File: config.mk
export PLATFORM = sky130hd
export DESIGN_NAME = ism_core
export DESIGN_NICKNAME = d
export VERILOG_FILES = /design/src/shared/ism_pkg.sv /design/src/hw/ism_rate_gen.sv /design/src/hw/ism_core.sv
export SDC_FILE = /design/constraint.sdc
export NUM_CORES = 1
export LEC_CHECK = 0
export ABC_AREA = 1
export BUFFER_PORTS_ARGS = -buffer_cell sky130_fd_sc_hd__buf_2
export CAP_MARGIN = 20
export CORE_MARGIN = 8
export CORE_UTILIZATION = 50
export CTS_BUF_LIST = sky130_fd_sc_hd__clkbuf_4 sky130_fd_sc_hd__clkbuf_8
export CTS_CLUSTER_DIAMETER = 30
export DETAILED_ROUTE_END_ITERATION = 7
export PLACE_DENSITY = 0.79
export SETUP_SLACK_MARGIN = 0.5
export SKIP_LAST_GASP = 1
export SYNTH_ARGS = -nofsm -noshare
export SYNTH_HDL_FRONTEND = slang
export SYNTH_SLANG_ARGS = --single-unit
File: constraint.sdc
create_clock -name hclk -period 4.6 [get_ports hclk]
set_input_delay 0.92 -clock hclk [delete_from_list [all_inputs] [get_ports hclk]]
set_output_delay 0.92 -clock hclk [all_outputs]
set_load 0.05 [all_outputs]
File: src/shared/ism_pkg.sv
// Constants, register map and state types of the single-master serial unit
package ism_pkg;

  // ----------------------------------------------------------------
  // Register byte offsets
  // ----------------------------------------------------------------
  localparam logic [7:0] OFF_SERIAL_CONTROL_ONE     = 8'h00;
  localparam logic [7:0] OFF_SERIAL_CONTROL_TWO     = 8'h04;
  localparam logic [7:0] OFF_SERIAL_MODE_ONE        = 8'h08;
  localparam logic [7:0] OFF_BUS_RATE_CONTROL       = 8'h0c;
  localparam logic [7:0] OFF_SERIAL_STATUS          = 8'h10;
  localparam logic [7:0] OFF_SERIAL_MODE_TWO        = 8'h14;
  localparam logic [7:0] OFF_MODULE_STANDBY_CONTROL = 8'h18;
  localparam logic [7:0] OFF_TRANSMIT_DATA          = 8'h1c;
  localparam logic [7:0] OFF_RECEIVE_DATA           = 8'h20;
  localparam logic [7:0] OFF_IRQ_MASK               = 8'h24;
  localparam logic [7:0] OFF_IRQ_STATUS             = 8'h28;
  localparam logic [2:0] WORD_SIZE                  = 3'h2;

  // ----------------------------------------------------------------
  // Field positions
  // ----------------------------------------------------------------
  localparam int CLOCK_SEL_LSB    = 0;
  localparam int DIRECTION_BIT    = 4;
  localparam int MASTER_ROLE_BIT  = 5;
  localparam int RX_CONTINUE_BIT  = 6;
  localparam int START_CMD_BIT    = 1;
  localparam int ACK_TX_LEVEL_BIT = 2;
  localparam int STOP_CMD_BIT     = 3;
  localparam int ACK_WAIT_BIT     = 3;
  localparam int BIT_ORDER_BIT    = 6;
  localparam int DATA_DELAY_LSB   = 4;
  localparam int RATE_HALF_BIT    = 6;
  localparam int RATE_DOUBLE_BIT  = 7;
  localparam int IFACE_TYPE_BIT   = 0;
  localparam int OWN_ADDR_LSB     = 1;
  localparam int STANDBY_BIT      = 0;
  localparam int ST_ACK_BIT       = 0;
  localparam int ST_BUSY_BIT      = 1;
  localparam int ST_STOP_BIT      = 3;
  localparam int ST_RX_FULL_BIT   = 5;
  localparam int ST_TX_DONE_BIT   = 6;
  localparam int IRQ_FRAME_BIT    = 0;
  localparam int IRQ_STOP_BIT     = 1;

  // ----------------------------------------------------------------
  // Reset values and timing
  // ----------------------------------------------------------------
  localparam logic [7:0] CONFIG_RST       = 8'h00;
  localparam logic       STANDBY_RST      = 1'b1;
  localparam logic [2:0] FULL_FRAME_CODE  = 3'h0;
  localparam logic [3:0] FULL_FRAME_BITS  = 4'h9;
  localparam logic [1:0] LAST_QUARTER     = 2'h3;
  localparam logic [1:0] WAIT_LAST_TICK   = 2'h3;
  localparam int         DELAY_BASE_TAP   = 2;
  localparam int         DELAY_STEP       = 2;
  localparam int         SHIFT_NORMAL     = 2;
  localparam int         SHIFT_DOUBLE     = 3;
  localparam int         SHIFT_HALF       = 1;
  // Bit-period divisors of the base clock, indexed by the clock select field
  localparam logic [15:0][8:0] CLOCK_DIV = {
    9'h100, 9'h0e0, 9'h0c8, 9'h0a0, 9'h080, 9'h060, 9'h050, 9'h038,
    9'h080, 9'h070, 9'h064, 9'h050, 9'h040, 9'h030, 9'h028, 9'h01c};

  // ----------------------------------------------------------------
  // Types
  // ----------------------------------------------------------------
  typedef enum logic [2:0] {
    ENG_IDLE, ENG_START, ENG_HOLD, ENG_BIT, ENG_WAIT, ENG_STOP
  } ism_eng_t;

  typedef struct packed {
    logic [3:0] clock_sel;
    logic       rate_double;
    logic       rate_half;
  } ism_rate_t;

  typedef struct packed {
    logic [7:0] cnt;
    logic       tick;
  } ism_rg_st_t;

  typedef struct packed {
    logic [1:0]  scl_sync;
    logic [1:0]  sda_sync;
    logic        sda_prev;
    logic        ap_valid;
    logic        ap_write;
    logic [7:0]  ap_addr;
    logic [31:0] hrdata;
    logic [7:0]  serial_control_one;
    logic [7:0]  serial_control_two;
    logic [7:0]  serial_mode_one;
    logic [7:0]  bus_rate_control;
    logic [7:0]  serial_mode_two;
    logic [7:0]  tx_data;
    logic [7:0]  rx_data;
    logic        standby;
    logic [1:0]  irq_mask;
    logic [1:0]  irq_status;
    logic        irq;
    logic        stop_flag;
    logic        rx_full_flag;
    logic        tx_done_flag;
    logic        ack_in;
    ism_eng_t    eng;
    logic [1:0]  ph;
    logic [3:0]  bitn;
    logic [7:0]  sh;
    logic [1:0]  wcnt;
    logic        scl_low;
    logic        sda_low;
    logic [8:0]  dline;
  } ism_core_st_t;

endpackage

File: src/hw/ism_rate_gen.sv
// Quarter-bit tick generator for the serial transfer clock
`timescale 1ns/1ps
module ism_rate_gen (
  input  wire logic              hclk,
  input  wire logic              hresetn,
  input  wire logic              run,
  input  wire ism_pkg::ism_rate_t rate,
  output logic                   tick
);

  ism_pkg::ism_rg_st_t state_reg;
  ism_pkg::ism_rg_st_t state_next;
  logic [7:0]          quarter;

  // Bit period is four ticks, so the divisor is cut in quarters
  function automatic logic [7:0] quarter_of(input ism_pkg::ism_rate_t r);
    logic [8:0] d;
    logic [8:0] q;
    d = ism_pkg::CLOCK_DIV[r.clock_sel];
    if (r.rate_double)
      q = d >> ism_pkg::SHIFT_DOUBLE;
    else if (r.rate_half)
      q = d >> ism_pkg::SHIFT_HALF;
    else
      q = d >> ism_pkg::SHIFT_NORMAL;
    if (q == 9'h000)
      q = 9'h001;
    return q[7:0];
  endfunction

  assign quarter = quarter_of(rate);
  assign tick    = state_reg.tick;

  always_comb
  begin
    state_next = state_reg;
    state_next.tick = 1'b0;
    if (!run)
      state_next.cnt = 8'h00;
    else if (state_reg.cnt >= quarter - 8'h01)
    begin
      state_next.cnt  = 8'h00;
      state_next.tick = 1'b1;
    end
    else
      state_next.cnt = state_reg.cnt + 8'h01;
  end

  always_ff @(posedge hclk or negedge hresetn)
  begin
    if (!hresetn)
      state_reg <= '0;
    else
      state_reg <= state_next;
  end

endmodule // ism_rate_gen

File: src/hw/ism_core.sv
// Single-master serial bus unit with AHB-Lite register slave
// How it works
// - Clock select 1000b gives a bit period of base clock divided by 56.
// - Direction bit clear means receive, set means transmit.
// - Master role bit clear means slave; master transfers need it set.
// - Receive continue clear in receive: reading receive data starts next byte.
// - Bit count 000b makes a frame of eight data bits plus acknowledge.
// - Acknowledge wait clear: acknowledge bit follows data bits with no gap.
// - Both rate modifiers clear: rate exactly as the clock select sets it.
// - Data delay 0 delays SDA output changes by three base clocks.
// - Status write with AND mask 97h clears stop, rx full, tx done only.
// - Seven-bit own address resets to 00h; interface select clear means bus.
// - Standby bit 1 stops the unit; it runs only with 0.
// - Interrupt on ninth rising SCL edge of a frame and on stop detect.
//
// Implementation choices: the AHB-Lite register port and the placing of the registers.
`timescale 1ns/1ps
module ism_core (
  input  wire logic        hclk,
  input  wire logic        hresetn,
  input  wire logic        hsel,
  input  wire logic [31:0] haddr,
  input  wire logic [1:0]  htrans,
  input  wire logic        hwrite,
  input  wire logic [2:0]  hsize,
  input  wire logic [31:0] hwdata,
  input  wire logic        hready,
  output logic             hreadyout,
  output logic             hresp,
  output logic [31:0]      hrdata,
  input  wire logic        scl_i,
  output logic             scl_o,
  output logic             scl_oe,
  input  wire logic        sda_i,
  output logic             sda_o,
  output logic             sda_oe,
  output logic             irq
);

  ism_pkg::ism_core_st_t state_reg;
  ism_pkg::ism_core_st_t state_next;
  ism_pkg::ism_rate_t    rate;
  logic                  tick;
  logic                  run;
  logic                  acc;
  logic                  wr;
  logic [7:0]            w;
  logic                  wr_tx;
  logic                  rd_rx;
  logic                  cmd_start;
  logic                  cmd_stop;
  logic                  active;
  logic                  is_master;
  logic                  is_tx;
  logic                  lsb_first;
  logic [3:0]            nbits;
  logic [3:0]            ack_pos;
  logic                  is_ack;
  logic                  stop_seen;
  logic [3:0]            tap;
  logic [7:0]            status_val;

  // Reverses the byte when least significant bit goes first
  function automatic logic [7:0] bit_order(input logic [7:0] x, input logic lsb);
    logic [7:0] r;
    r = x;
    if (lsb)
      for (int i = 0; i < 8; i++)
        r[i] = x[7 - i];
    return r;
  endfunction

  // ----------------------------------------------------------------
  // Rate generator
  // ----------------------------------------------------------------
  assign rate.clock_sel   = state_reg.serial_control_one[ism_pkg::CLOCK_SEL_LSB +: 4];
  assign rate.rate_double = state_reg.bus_rate_control[ism_pkg::RATE_DOUBLE_BIT];
  assign rate.rate_half   = state_reg.bus_rate_control[ism_pkg::RATE_HALF_BIT];
  assign run              = active && (state_reg.eng != ism_pkg::ENG_IDLE);

  ism_rate_gen u_rate (
    .hclk    (hclk),
    .hresetn (hresetn),
    .run     (run),
    .rate    (rate),
    .tick    (tick)
  );

  // ----------------------------------------------------------------
  // Outputs
  // ----------------------------------------------------------------
  assign tap = 4'(ism_pkg::DELAY_BASE_TAP + ism_pkg::DELAY_STEP *
               int'(state_reg.bus_rate_control[ism_pkg::DATA_DELAY_LSB +: 2]));
  assign hreadyout = 1'b1;
  assign hresp     = 1'b0;
  assign hrdata    = state_reg.hrdata;
  assign scl_o     = 1'b0;
  assign sda_o     = 1'b0;
  assign scl_oe    = state_reg.scl_low;
  assign sda_oe    = state_reg.dline[tap];
  assign irq       = state_reg.irq;

  // ----------------------------------------------------------------
  // Decoded controls
  // ----------------------------------------------------------------
  assign active    = !state_reg.standby
                     && !state_reg.serial_mode_two[ism_pkg::IFACE_TYPE_BIT];
  assign is_master = state_reg.serial_control_one[ism_pkg::MASTER_ROLE_BIT];
  assign is_tx     = state_reg.serial_control_one[ism_pkg::DIRECTION_BIT];
  assign lsb_first = state_reg.serial_mode_one[ism_pkg::BIT_ORDER_BIT];
  assign nbits     = (state_reg.serial_mode_one[2:0] == ism_pkg::FULL_FRAME_CODE)
                     ? ism_pkg::FULL_FRAME_BITS
                     : {1'b0, state_reg.serial_mode_one[2:0]} + 4'h1;
  assign ack_pos   = nbits - 4'h1;
  assign is_ack    = (state_reg.bitn == ack_pos);
  assign stop_seen = state_reg.scl_sync[1] && state_reg.sda_sync[1] && !state_reg.sda_prev;
  assign status_val = {1'b0, state_reg.tx_done_flag, state_reg.rx_full_flag, 1'b0,
                       state_reg.stop_flag, 1'b0,
                       (state_reg.eng != ism_pkg::ENG_IDLE), state_reg.ack_in};

  always_comb
  begin
    state_next = state_reg;
    w          = hwdata[7:0];
    acc        = hsel && hready && htrans[1] && (hsize == ism_pkg::WORD_SIZE);
    wr         = state_reg.ap_valid && state_reg.ap_write;
    wr_tx      = 1'b0;
    rd_rx      = 1'b0;
    cmd_start  = 1'b0;
    cmd_stop   = 1'b0;

    // Second flip-flop alone reads the first
    state_next.scl_sync = {state_reg.scl_sync[0], scl_i};
    state_next.sda_sync = {state_reg.sda_sync[0], sda_i};
    state_next.sda_prev = state_reg.sda_sync[1];
    state_next.dline    = {state_reg.dline[7:0], state_reg.sda_low};

    // ----------------------------------------------------------------
    // Bus address phase and reads
    // ----------------------------------------------------------------
    state_next.ap_valid = acc;
    state_next.ap_write = hwrite;
    state_next.ap_addr  = haddr[7:0];
    if (acc && !hwrite)
    begin
      if (haddr[7:0] == ism_pkg::OFF_SERIAL_CONTROL_ONE)
        state_next.hrdata = {24'h000000, state_reg.serial_control_one};
      else if (haddr[7:0] == ism_pkg::OFF_SERIAL_CONTROL_TWO)
        state_next.hrdata = {24'h000000, state_reg.serial_control_two};
      else if (haddr[7:0] == ism_pkg::OFF_SERIAL_MODE_ONE)
        state_next.hrdata = {24'h000000, state_reg.serial_mode_one};
      else if (haddr[7:0] == ism_pkg::OFF_BUS_RATE_CONTROL)
        state_next.hrdata = {24'h000000, state_reg.bus_rate_control};
      else if (haddr[7:0] == ism_pkg::OFF_SERIAL_STATUS)
        state_next.hrdata = {24'h000000, status_val};
      else if (haddr[7:0] == ism_pkg::OFF_SERIAL_MODE_TWO)
        state_next.hrdata = {24'h000000, state_reg.serial_mode_two};
      else if (haddr[7:0] == ism_pkg::OFF_MODULE_STANDBY_CONTROL)
        state_next.hrdata = {31'h00000000, state_reg.standby};
      else if (haddr[7:0] == ism_pkg::OFF_TRANSMIT_DATA)
        state_next.hrdata = {24'h000000, state_reg.tx_data};
      else if (haddr[7:0] == ism_pkg::OFF_RECEIVE_DATA)
      begin
        state_next.hrdata       = {24'h000000, state_reg.rx_data};
        state_next.rx_full_flag = 1'b0;
        rd_rx                   = 1'b1;
      end
      else if (haddr[7:0] == ism_pkg::OFF_IRQ_MASK)
        state_next.hrdata = {30'h00000000, state_reg.irq_mask};
      else if (haddr[7:0] == ism_pkg::OFF_IRQ_STATUS)
      begin
        state_next.hrdata     = {30'h00000000, state_reg.irq_status};
        state_next.irq_status = 2'h0;
      end
      else
        state_next.hrdata = 32'h00000000;
    end

    // ----------------------------------------------------------------
    // Bus data phase writes
    // ----------------------------------------------------------------
    if (wr)
    begin
      if (state_reg.ap_addr == ism_pkg::OFF_SERIAL_CONTROL_ONE)
        state_next.serial_control_one = w;
      else if (state_reg.ap_addr == ism_pkg::OFF_SERIAL_CONTROL_TWO)
      begin
        // Start and stop are strobes and never stored
        state_next.serial_control_two = w;
        state_next.serial_control_two[ism_pkg::START_CMD_BIT] = 1'b0;
        state_next.serial_control_two[ism_pkg::STOP_CMD_BIT]  = 1'b0;
        cmd_start = w[ism_pkg::START_CMD_BIT];
        cmd_stop  = w[ism_pkg::STOP_CMD_BIT];
      end
      else if (state_reg.ap_addr == ism_pkg::OFF_SERIAL_MODE_ONE)
        state_next.serial_mode_one = w;
      else if (state_reg.ap_addr == ism_pkg::OFF_BUS_RATE_CONTROL)
        state_next.bus_rate_control = w;
      else if (state_reg.ap_addr == ism_pkg::OFF_SERIAL_STATUS)
      begin
        // Writing 0 clears a flag, writing 1 leaves it
        state_next.stop_flag    = state_next.stop_flag && w[ism_pkg::ST_STOP_BIT];
        state_next.rx_full_flag = state_next.rx_full_flag && w[ism_pkg::ST_RX_FULL_BIT];
        state_next.tx_done_flag = state_next.tx_done_flag && w[ism_pkg::ST_TX_DONE_BIT];
      end
      else if (state_reg.ap_addr == ism_pkg::OFF_SERIAL_MODE_TWO)
        state_next.serial_mode_two = w;
      else if (state_reg.ap_addr == ism_pkg::OFF_MODULE_STANDBY_CONTROL)
        state_next.standby = w[ism_pkg::STANDBY_BIT];
      else if (state_reg.ap_addr == ism_pkg::OFF_TRANSMIT_DATA)
      begin
        state_next.tx_data      = w;
        state_next.tx_done_flag = 1'b0;
        wr_tx                   = 1'b1;
      end
      else if (state_reg.ap_addr == ism_pkg::OFF_IRQ_MASK)
        state_next.irq_mask = w[1:0];
    end

    // ----------------------------------------------------------------
    // Bit engine
    // ----------------------------------------------------------------
    case (state_reg.eng)
      ism_pkg::ENG_IDLE:
      begin
        state_next.scl_low = 1'b0;
        state_next.sda_low = 1'b0;
        if (cmd_start && is_master)
        begin
          state_next.eng     = ism_pkg::ENG_START;
          state_next.ph      = 2'h0;
          state_next.sda_low = 1'b1;
        end
      end
      ism_pkg::ENG_START:
        if (tick)
        begin
          state_next.ph = state_reg.ph + 2'h1;
          if (state_reg.ph == 2'h1)
          begin
            state_next.scl_low = 1'b1;
            state_next.eng     = ism_pkg::ENG_HOLD;
          end
        end
      ism_pkg::ENG_HOLD:
        if (cmd_stop)
        begin
          state_next.eng     = ism_pkg::ENG_STOP;
          state_next.ph      = 2'h0;
          state_next.sda_low = 1'b1;
        end
        else if (wr_tx || (rd_rx && !is_tx
                 && !state_reg.serial_control_one[ism_pkg::RX_CONTINUE_BIT]))
        begin
          // Receive releases SDA because data bits drive it low only when is_tx is set
          state_next.sh   = is_tx ? bit_order(w, lsb_first) : 8'hff;
          state_next.bitn = 4'h0;
          state_next.ph   = 2'h0;
          state_next.eng  = ism_pkg::ENG_BIT;
        end
      ism_pkg::ENG_BIT:
        if (tick)
        begin
          case (state_reg.ph)
            2'h0:
            begin
              if (is_ack)
                state_next.sda_low = !is_tx
                                     && !state_reg.serial_control_two[ism_pkg::ACK_TX_LEVEL_BIT];
              else
                state_next.sda_low = is_tx && !state_reg.sh[7];
              state_next.ph = 2'h1;
            end
            2'h1:
            begin
              state_next.scl_low = 1'b0;
              state_next.ph      = 2'h2;
              if (is_ack)
                state_next.irq_status[ism_pkg::IRQ_FRAME_BIT] = 1'b1;
            end
            2'h2:
              // A slave holding SCL low stretches the low phase
              if (state_reg.scl_sync[1])
              begin
                if (is_ack)
                  state_next.ack_in = state_reg.sda_sync[1];
                else
                  state_next.sh = {state_reg.sh[6:0], state_reg.sda_sync[1]};
                state_next.ph = ism_pkg::LAST_QUARTER;
              end
            default:
            begin
              state_next.scl_low = 1'b1;
              state_next.ph      = 2'h0;
              state_next.bitn    = state_reg.bitn + 4'h1;
              if (is_ack)
              begin
                state_next.eng = ism_pkg::ENG_HOLD;
                if (is_tx)
                  state_next.tx_done_flag = 1'b1;
                else
                begin
                  state_next.rx_full_flag = 1'b1;
                  state_next.rx_data      = bit_order(state_reg.sh, lsb_first);
                end
              end
              else if ((state_reg.bitn == ack_pos - 4'h1)
                       && state_reg.serial_mode_one[ism_pkg::ACK_WAIT_BIT])
              begin
                state_next.eng  = ism_pkg::ENG_WAIT;
                state_next.wcnt = 2'h0;
              end
            end
          endcase
        end
      ism_pkg::ENG_WAIT:
        if (tick)
        begin
          state_next.wcnt = state_reg.wcnt + 2'h1;
          if (state_reg.wcnt == ism_pkg::WAIT_LAST_TICK)
            state_next.eng = ism_pkg::ENG_BIT;
        end
      ism_pkg::ENG_STOP:
        if (tick)
        begin
          // SDA low for a whole quarter before SCL goes; the free-running tick may come right after entry
          if (state_reg.ph != 2'h2)
          begin
            state_next.scl_low = (state_reg.ph == 2'h0);
            state_next.ph      = state_reg.ph + 2'h1;
          end
          else if (state_reg.scl_sync[1])
          begin
            state_next.sda_low = 1'b0;
            state_next.eng     = ism_pkg::ENG_IDLE;
          end
        end
      default:
        state_next.eng = ism_pkg::ENG_IDLE;
    endcase

    // Standby or the other interface type releases SCL at once and SDA after the data delay line
    if (!active)
    begin
      state_next.eng     = ism_pkg::ENG_IDLE;
      state_next.scl_low = 1'b0;
      state_next.sda_low = 1'b0;
      state_next.ph      = 2'h0;
    end

    if (stop_seen)
    begin
      state_next.stop_flag                        = 1'b1;
      state_next.irq_status[ism_pkg::IRQ_STOP_BIT] = 1'b1;
    end
    state_next.irq = |(state_next.irq_status & state_next.irq_mask);
  end

  always_ff @(posedge hclk or negedge hresetn)
  begin
    if (!hresetn)
    begin
      state_reg                    <= '0;
      state_reg.scl_sync           <= 2'h3;
      state_reg.sda_sync           <= 2'h3;
      state_reg.sda_prev           <= 1'b1;
      state_reg.serial_control_one <= ism_pkg::CONFIG_RST;
      state_reg.serial_control_two <= ism_pkg::CONFIG_RST;
      state_reg.serial_mode_one    <= ism_pkg::CONFIG_RST;
      state_reg.bus_rate_control   <= ism_pkg::CONFIG_RST;
      state_reg.serial_mode_two    <= ism_pkg::CONFIG_RST;
      state_reg.standby            <= ism_pkg::STANDBY_RST;
      state_reg.eng                <= ism_pkg::ENG_IDLE;
    end
    else
      state_reg <= state_next;
  end

endmodule // ism_core

==> flow_metrics.env <==
export IMPL_drive_gt1_share_pct=11.5
export IMPL_worst_path_max_delay_cell="dfrtp_1"
export IMPL_end_kind="register"
export IMPL_fillCellCount=1410
export IMPL_leakagePower_nw=4.25
export IMPL_min_path_type="register to register"
export IMPL_rows=45
export IMPL_cap_violations=0
export IMPL_met1_length_um=7890
export IMPL_route_detailed_drc=0
export IMPL_rsz0062_at_grt="no"
export IMPL_hpwl_um=13300
export IMPL_mostFrequentLayoutCells="nand2_1 (265), dfrtp_1 (120), o21ai_0 (111)"
export IMPL_synth_area_um2=7510
export IMPL_crit_top_cell="nand2_1"
export IMPL_grt_pass1_wl_um=30200
export IMPL_worstMarginPinSlew_ps=945
export IMPL_path_delay_family="simple AND/OR/NAND/NOR gates"
export IMPL_critical_path_class="register to register"
export IMPL_grt_use_total_pct=19.2
export IMPL_cp_arrival_ps=4020
export IMPL_ys_ff_latch=126
export IMPL_nets=1127
export IMPL_cts_inserted_buffers=17
export IMPL_cts_hold_fix_buffers=0
export IMPL_netlist_instances=995
export IMPL_status="finished, final reports clean"
export IMPL_crit_fanout=6
export IMPL_routed_top_layer="met4"
export IMPL_critPathBufInv=4
export IMPL_vdd_drop_max_v=0.000233
export IMPL_yosysUniqueCellTypes=48
export IMPL_met2WireLength_um=8430
export IMPL_power_density_nw_per_um2=280
export IMPL_clock_latency_ps=450
export IMPL_slew_viol_final=0
export IMPL_syn_avg_cell_area_um2=7.55
export IMPL_antenna_cells=0
export IMPL_fin_skew_ps=13.0
export IMPL_vias=6559
export IMPL_placed_area_um2=7710
export IMPL_fmax_mhz=271
export IMPL_drtAntennaViolNets=0
export IMPL_path_clk_slew_ps=80
export IMPL_cpPeakStageDelay_ps=450
export IMPL_finalSetupTns_ps=0
export IMPL_vias_per_cell=5.35
export IMPL_yosysSeqAreaShare_pct=42.1
export IMPL_cts_setup_buffers=0
export IMPL_start_util_pct=50.4
export IMPL_die_width_um=139
export IMPL_final_area_um2=8090
export IMPL_grt_max_degree=66
export IMPL_first_pass_iters=6
export IMPL_cts_buffer_depth=2
export IMPL_relSlewSlack_pct=36.8
export IMPL_cp_required_ps=4940
export IMPL_total_power_w=0.00226
export IMPL_antenna_found_initial=0
export IMPL_final_setup_viol_count=0
export IMPL_first_iter_violations=699
export IMPL_htree_levels=4
export IMPL_routed_wl_um=18400
export IMPL_post_route_period_util_pct=80.1
export IMPL_overflow=0
export IMPL_pin_count=115
export IMPL_final_common_cell="nand2_1"
export IMPL_numClockSinks=126
export IMPL_cts_root_buf="clkbuf_8"
export IMPL_place_gp_congestion=0.939
export IMPL_hold_slack_ps=349
export IMPL_yosysWarnings=0
export IMPL_numPortBuffers=37
export IMPL_min_period_ps=3690
export IMPL_area_delta_synth_final_pct=7.71
export IMPL_path_cells="inv_1 > ha_1 > inv_1 > nand2_1 > o21ai_0 > nand2_1 > nand3_1 > nand3_1 > nor2_1 > nand3_1 > and2_1 > ha_1 > nand2_1 > xor2_1 > inv_1 > ha_1 > nand2_1 > nor2_1 > nand4_1 > nand4_1 > buf_4 > nor2_1"
export IMPL_core_area_um2=14900
export IMPL_critPathLaunchType="register"
export IMPL_wire_per_inst_um=15.0
export IMPL_die_y_um=139
export IMPL_hold_violations=0
export IMPL_grt_pass1_vias=6232
export IMPL_largest_register_ffs=86
export IMPL_cts_tree="built"
export IMPL_die_area_um2=19200
export IMPL_cts_resized=0
export IMPL_route_met3_wl_um=1560
-- cells by family (layout without fill, tap and decap cells) --
| logic type | Yosys count | count (layout) | synth area share (%) |
|---|---|---|---|
| compound gates | 169 | 169 | 13.1 |
| xor+xnor | 12 | 12 | 1.40 |
| fa+ha+maj | 25 | 25 | 4.16 |
| buf+inv | 167 | 185 | 10.3 |
| flops | 126 | 126 | 42.1 |
| mux | 1 | 1 | 0.150 |
| other cells | 2 | 28 | 0.0999 |
| simple gates | 493 | 493 | 28.7 |
-- worst reg2reg max path, stage by stage (launching register included) --
cell and delay (ps):
dfrtp_1 450, inv_1 90, ha_1 200, inv_1 70, nand2_1 70, o21ai_0 240
nand2_1 130, nand3_1 90, nand3_1 130, nor2_1 250, nand3_1 200, and2_1 210
ha_1 220, nand2_1 90, xor2_1 140, inv_1 60, ha_1 270, nand2_1 50
nor2_1 150, nand4_1 130, nand4_1 150, buf_4 160, nor2_1 40
-- metal layers --
layer / global-route usage, % / up-vias
li1: - / 3251
met1: 24.7 / 3011
met2: 30.2 / 261
met3: 4.93 / 36
met4: 7.49 / 0
met5: 0 / -
-- synth_stat cells, drive strengths merged --
cell | n | area (µm²)
xnor2 | 2 | 17.5
inv | 112 | 423
o31ai | 2 | 15.0
ha | 25 | 313
nor2 | 91 | 372
nand3 | 89 | 463
a211oi | 2 | 15.0
conb | 2 | 7.51
buf | 41 | 302
o21a | 3 | 22.5
nand2 | 273 | 1050
a21oi | 23 | 138
a221oi | 7 | 61.3
a31o | 2 | 17.5
nand4 | 17 | 121
dfrtp | 120 | 3000
dfstp | 6 | 158
nor3 | 10 | 60.1
clkbuf | 13 | 48.8
or2 | 6 | 37.5
o21ai | 122 | 652
a22oi | 1 | 7.51
a31oi | 2 | 12.5
nand3b | 4 | 30.0
xor2 | 10 | 87.6
and2 | 1 | 6.26
o211ai | 1 | 7.51
mux2 | 1 | 11.3
a21boi | 2 | 15.0
nor3b | 2 | 15.0
clkinv | 1 | 3.75
o32ai | 2 | 17.5
-- cell type report --
cell class                 instances  area (µm²)  area share, %
multi-input combinational        728        3670           45.4
clock inverter                    12         111           1.38
clock buffer                      20         263           3.25
inverter                         113         427           5.27
timing repair buffer              40         223           2.75
tap                              188         235           2.91
sequential                       126        3160           39.0
-- path summary, 6_finish.rpt --
path | start | to | slack, ps | cells past startpoint
max in group asynchronous | hresetn | state_reg[142] | 3210 | 2
hold / removal | state_next[140] | state_next[138] | 350 | 0
min in group asynchronous | hresetn | state_reg[133] | 550 | 1
hold reg to reg | state_next[140] | state_next[138] | 350 | 0
setup / recovery | rate[2] | u_rate.state_reg[1] | 910 | 22
setup reg to reg | rate[2] | u_rate.state_reg[1] | 910 | 22
-- power by group --
group / switching, W / internal, W / total [W]
clock: 0.000470 / 0.000456 / 0.000926
combinational: 0.000162 / 0.0000381 / 0.000201
sequential: 0.00000985 / 0.00113 / 0.00114
total: 0.000643 / 0.00162 / 0.00226
-- metrics by stage --
step / setup slack [ps] / instances / util (%)
2_1_floorplan: 1360 / 1021 / -
3_3_place_gp: 957 / 1194 / 51.7
3_5_place_dp: 854 / 1194 / 51.7
4_1_cts: 821 / 1226 / 54.2
5_1_grt: 499 / 1227 / 54.2
6_report: 913 / 1227 / 54.2
Note: power is estimated with default switching activity, not from simulation.
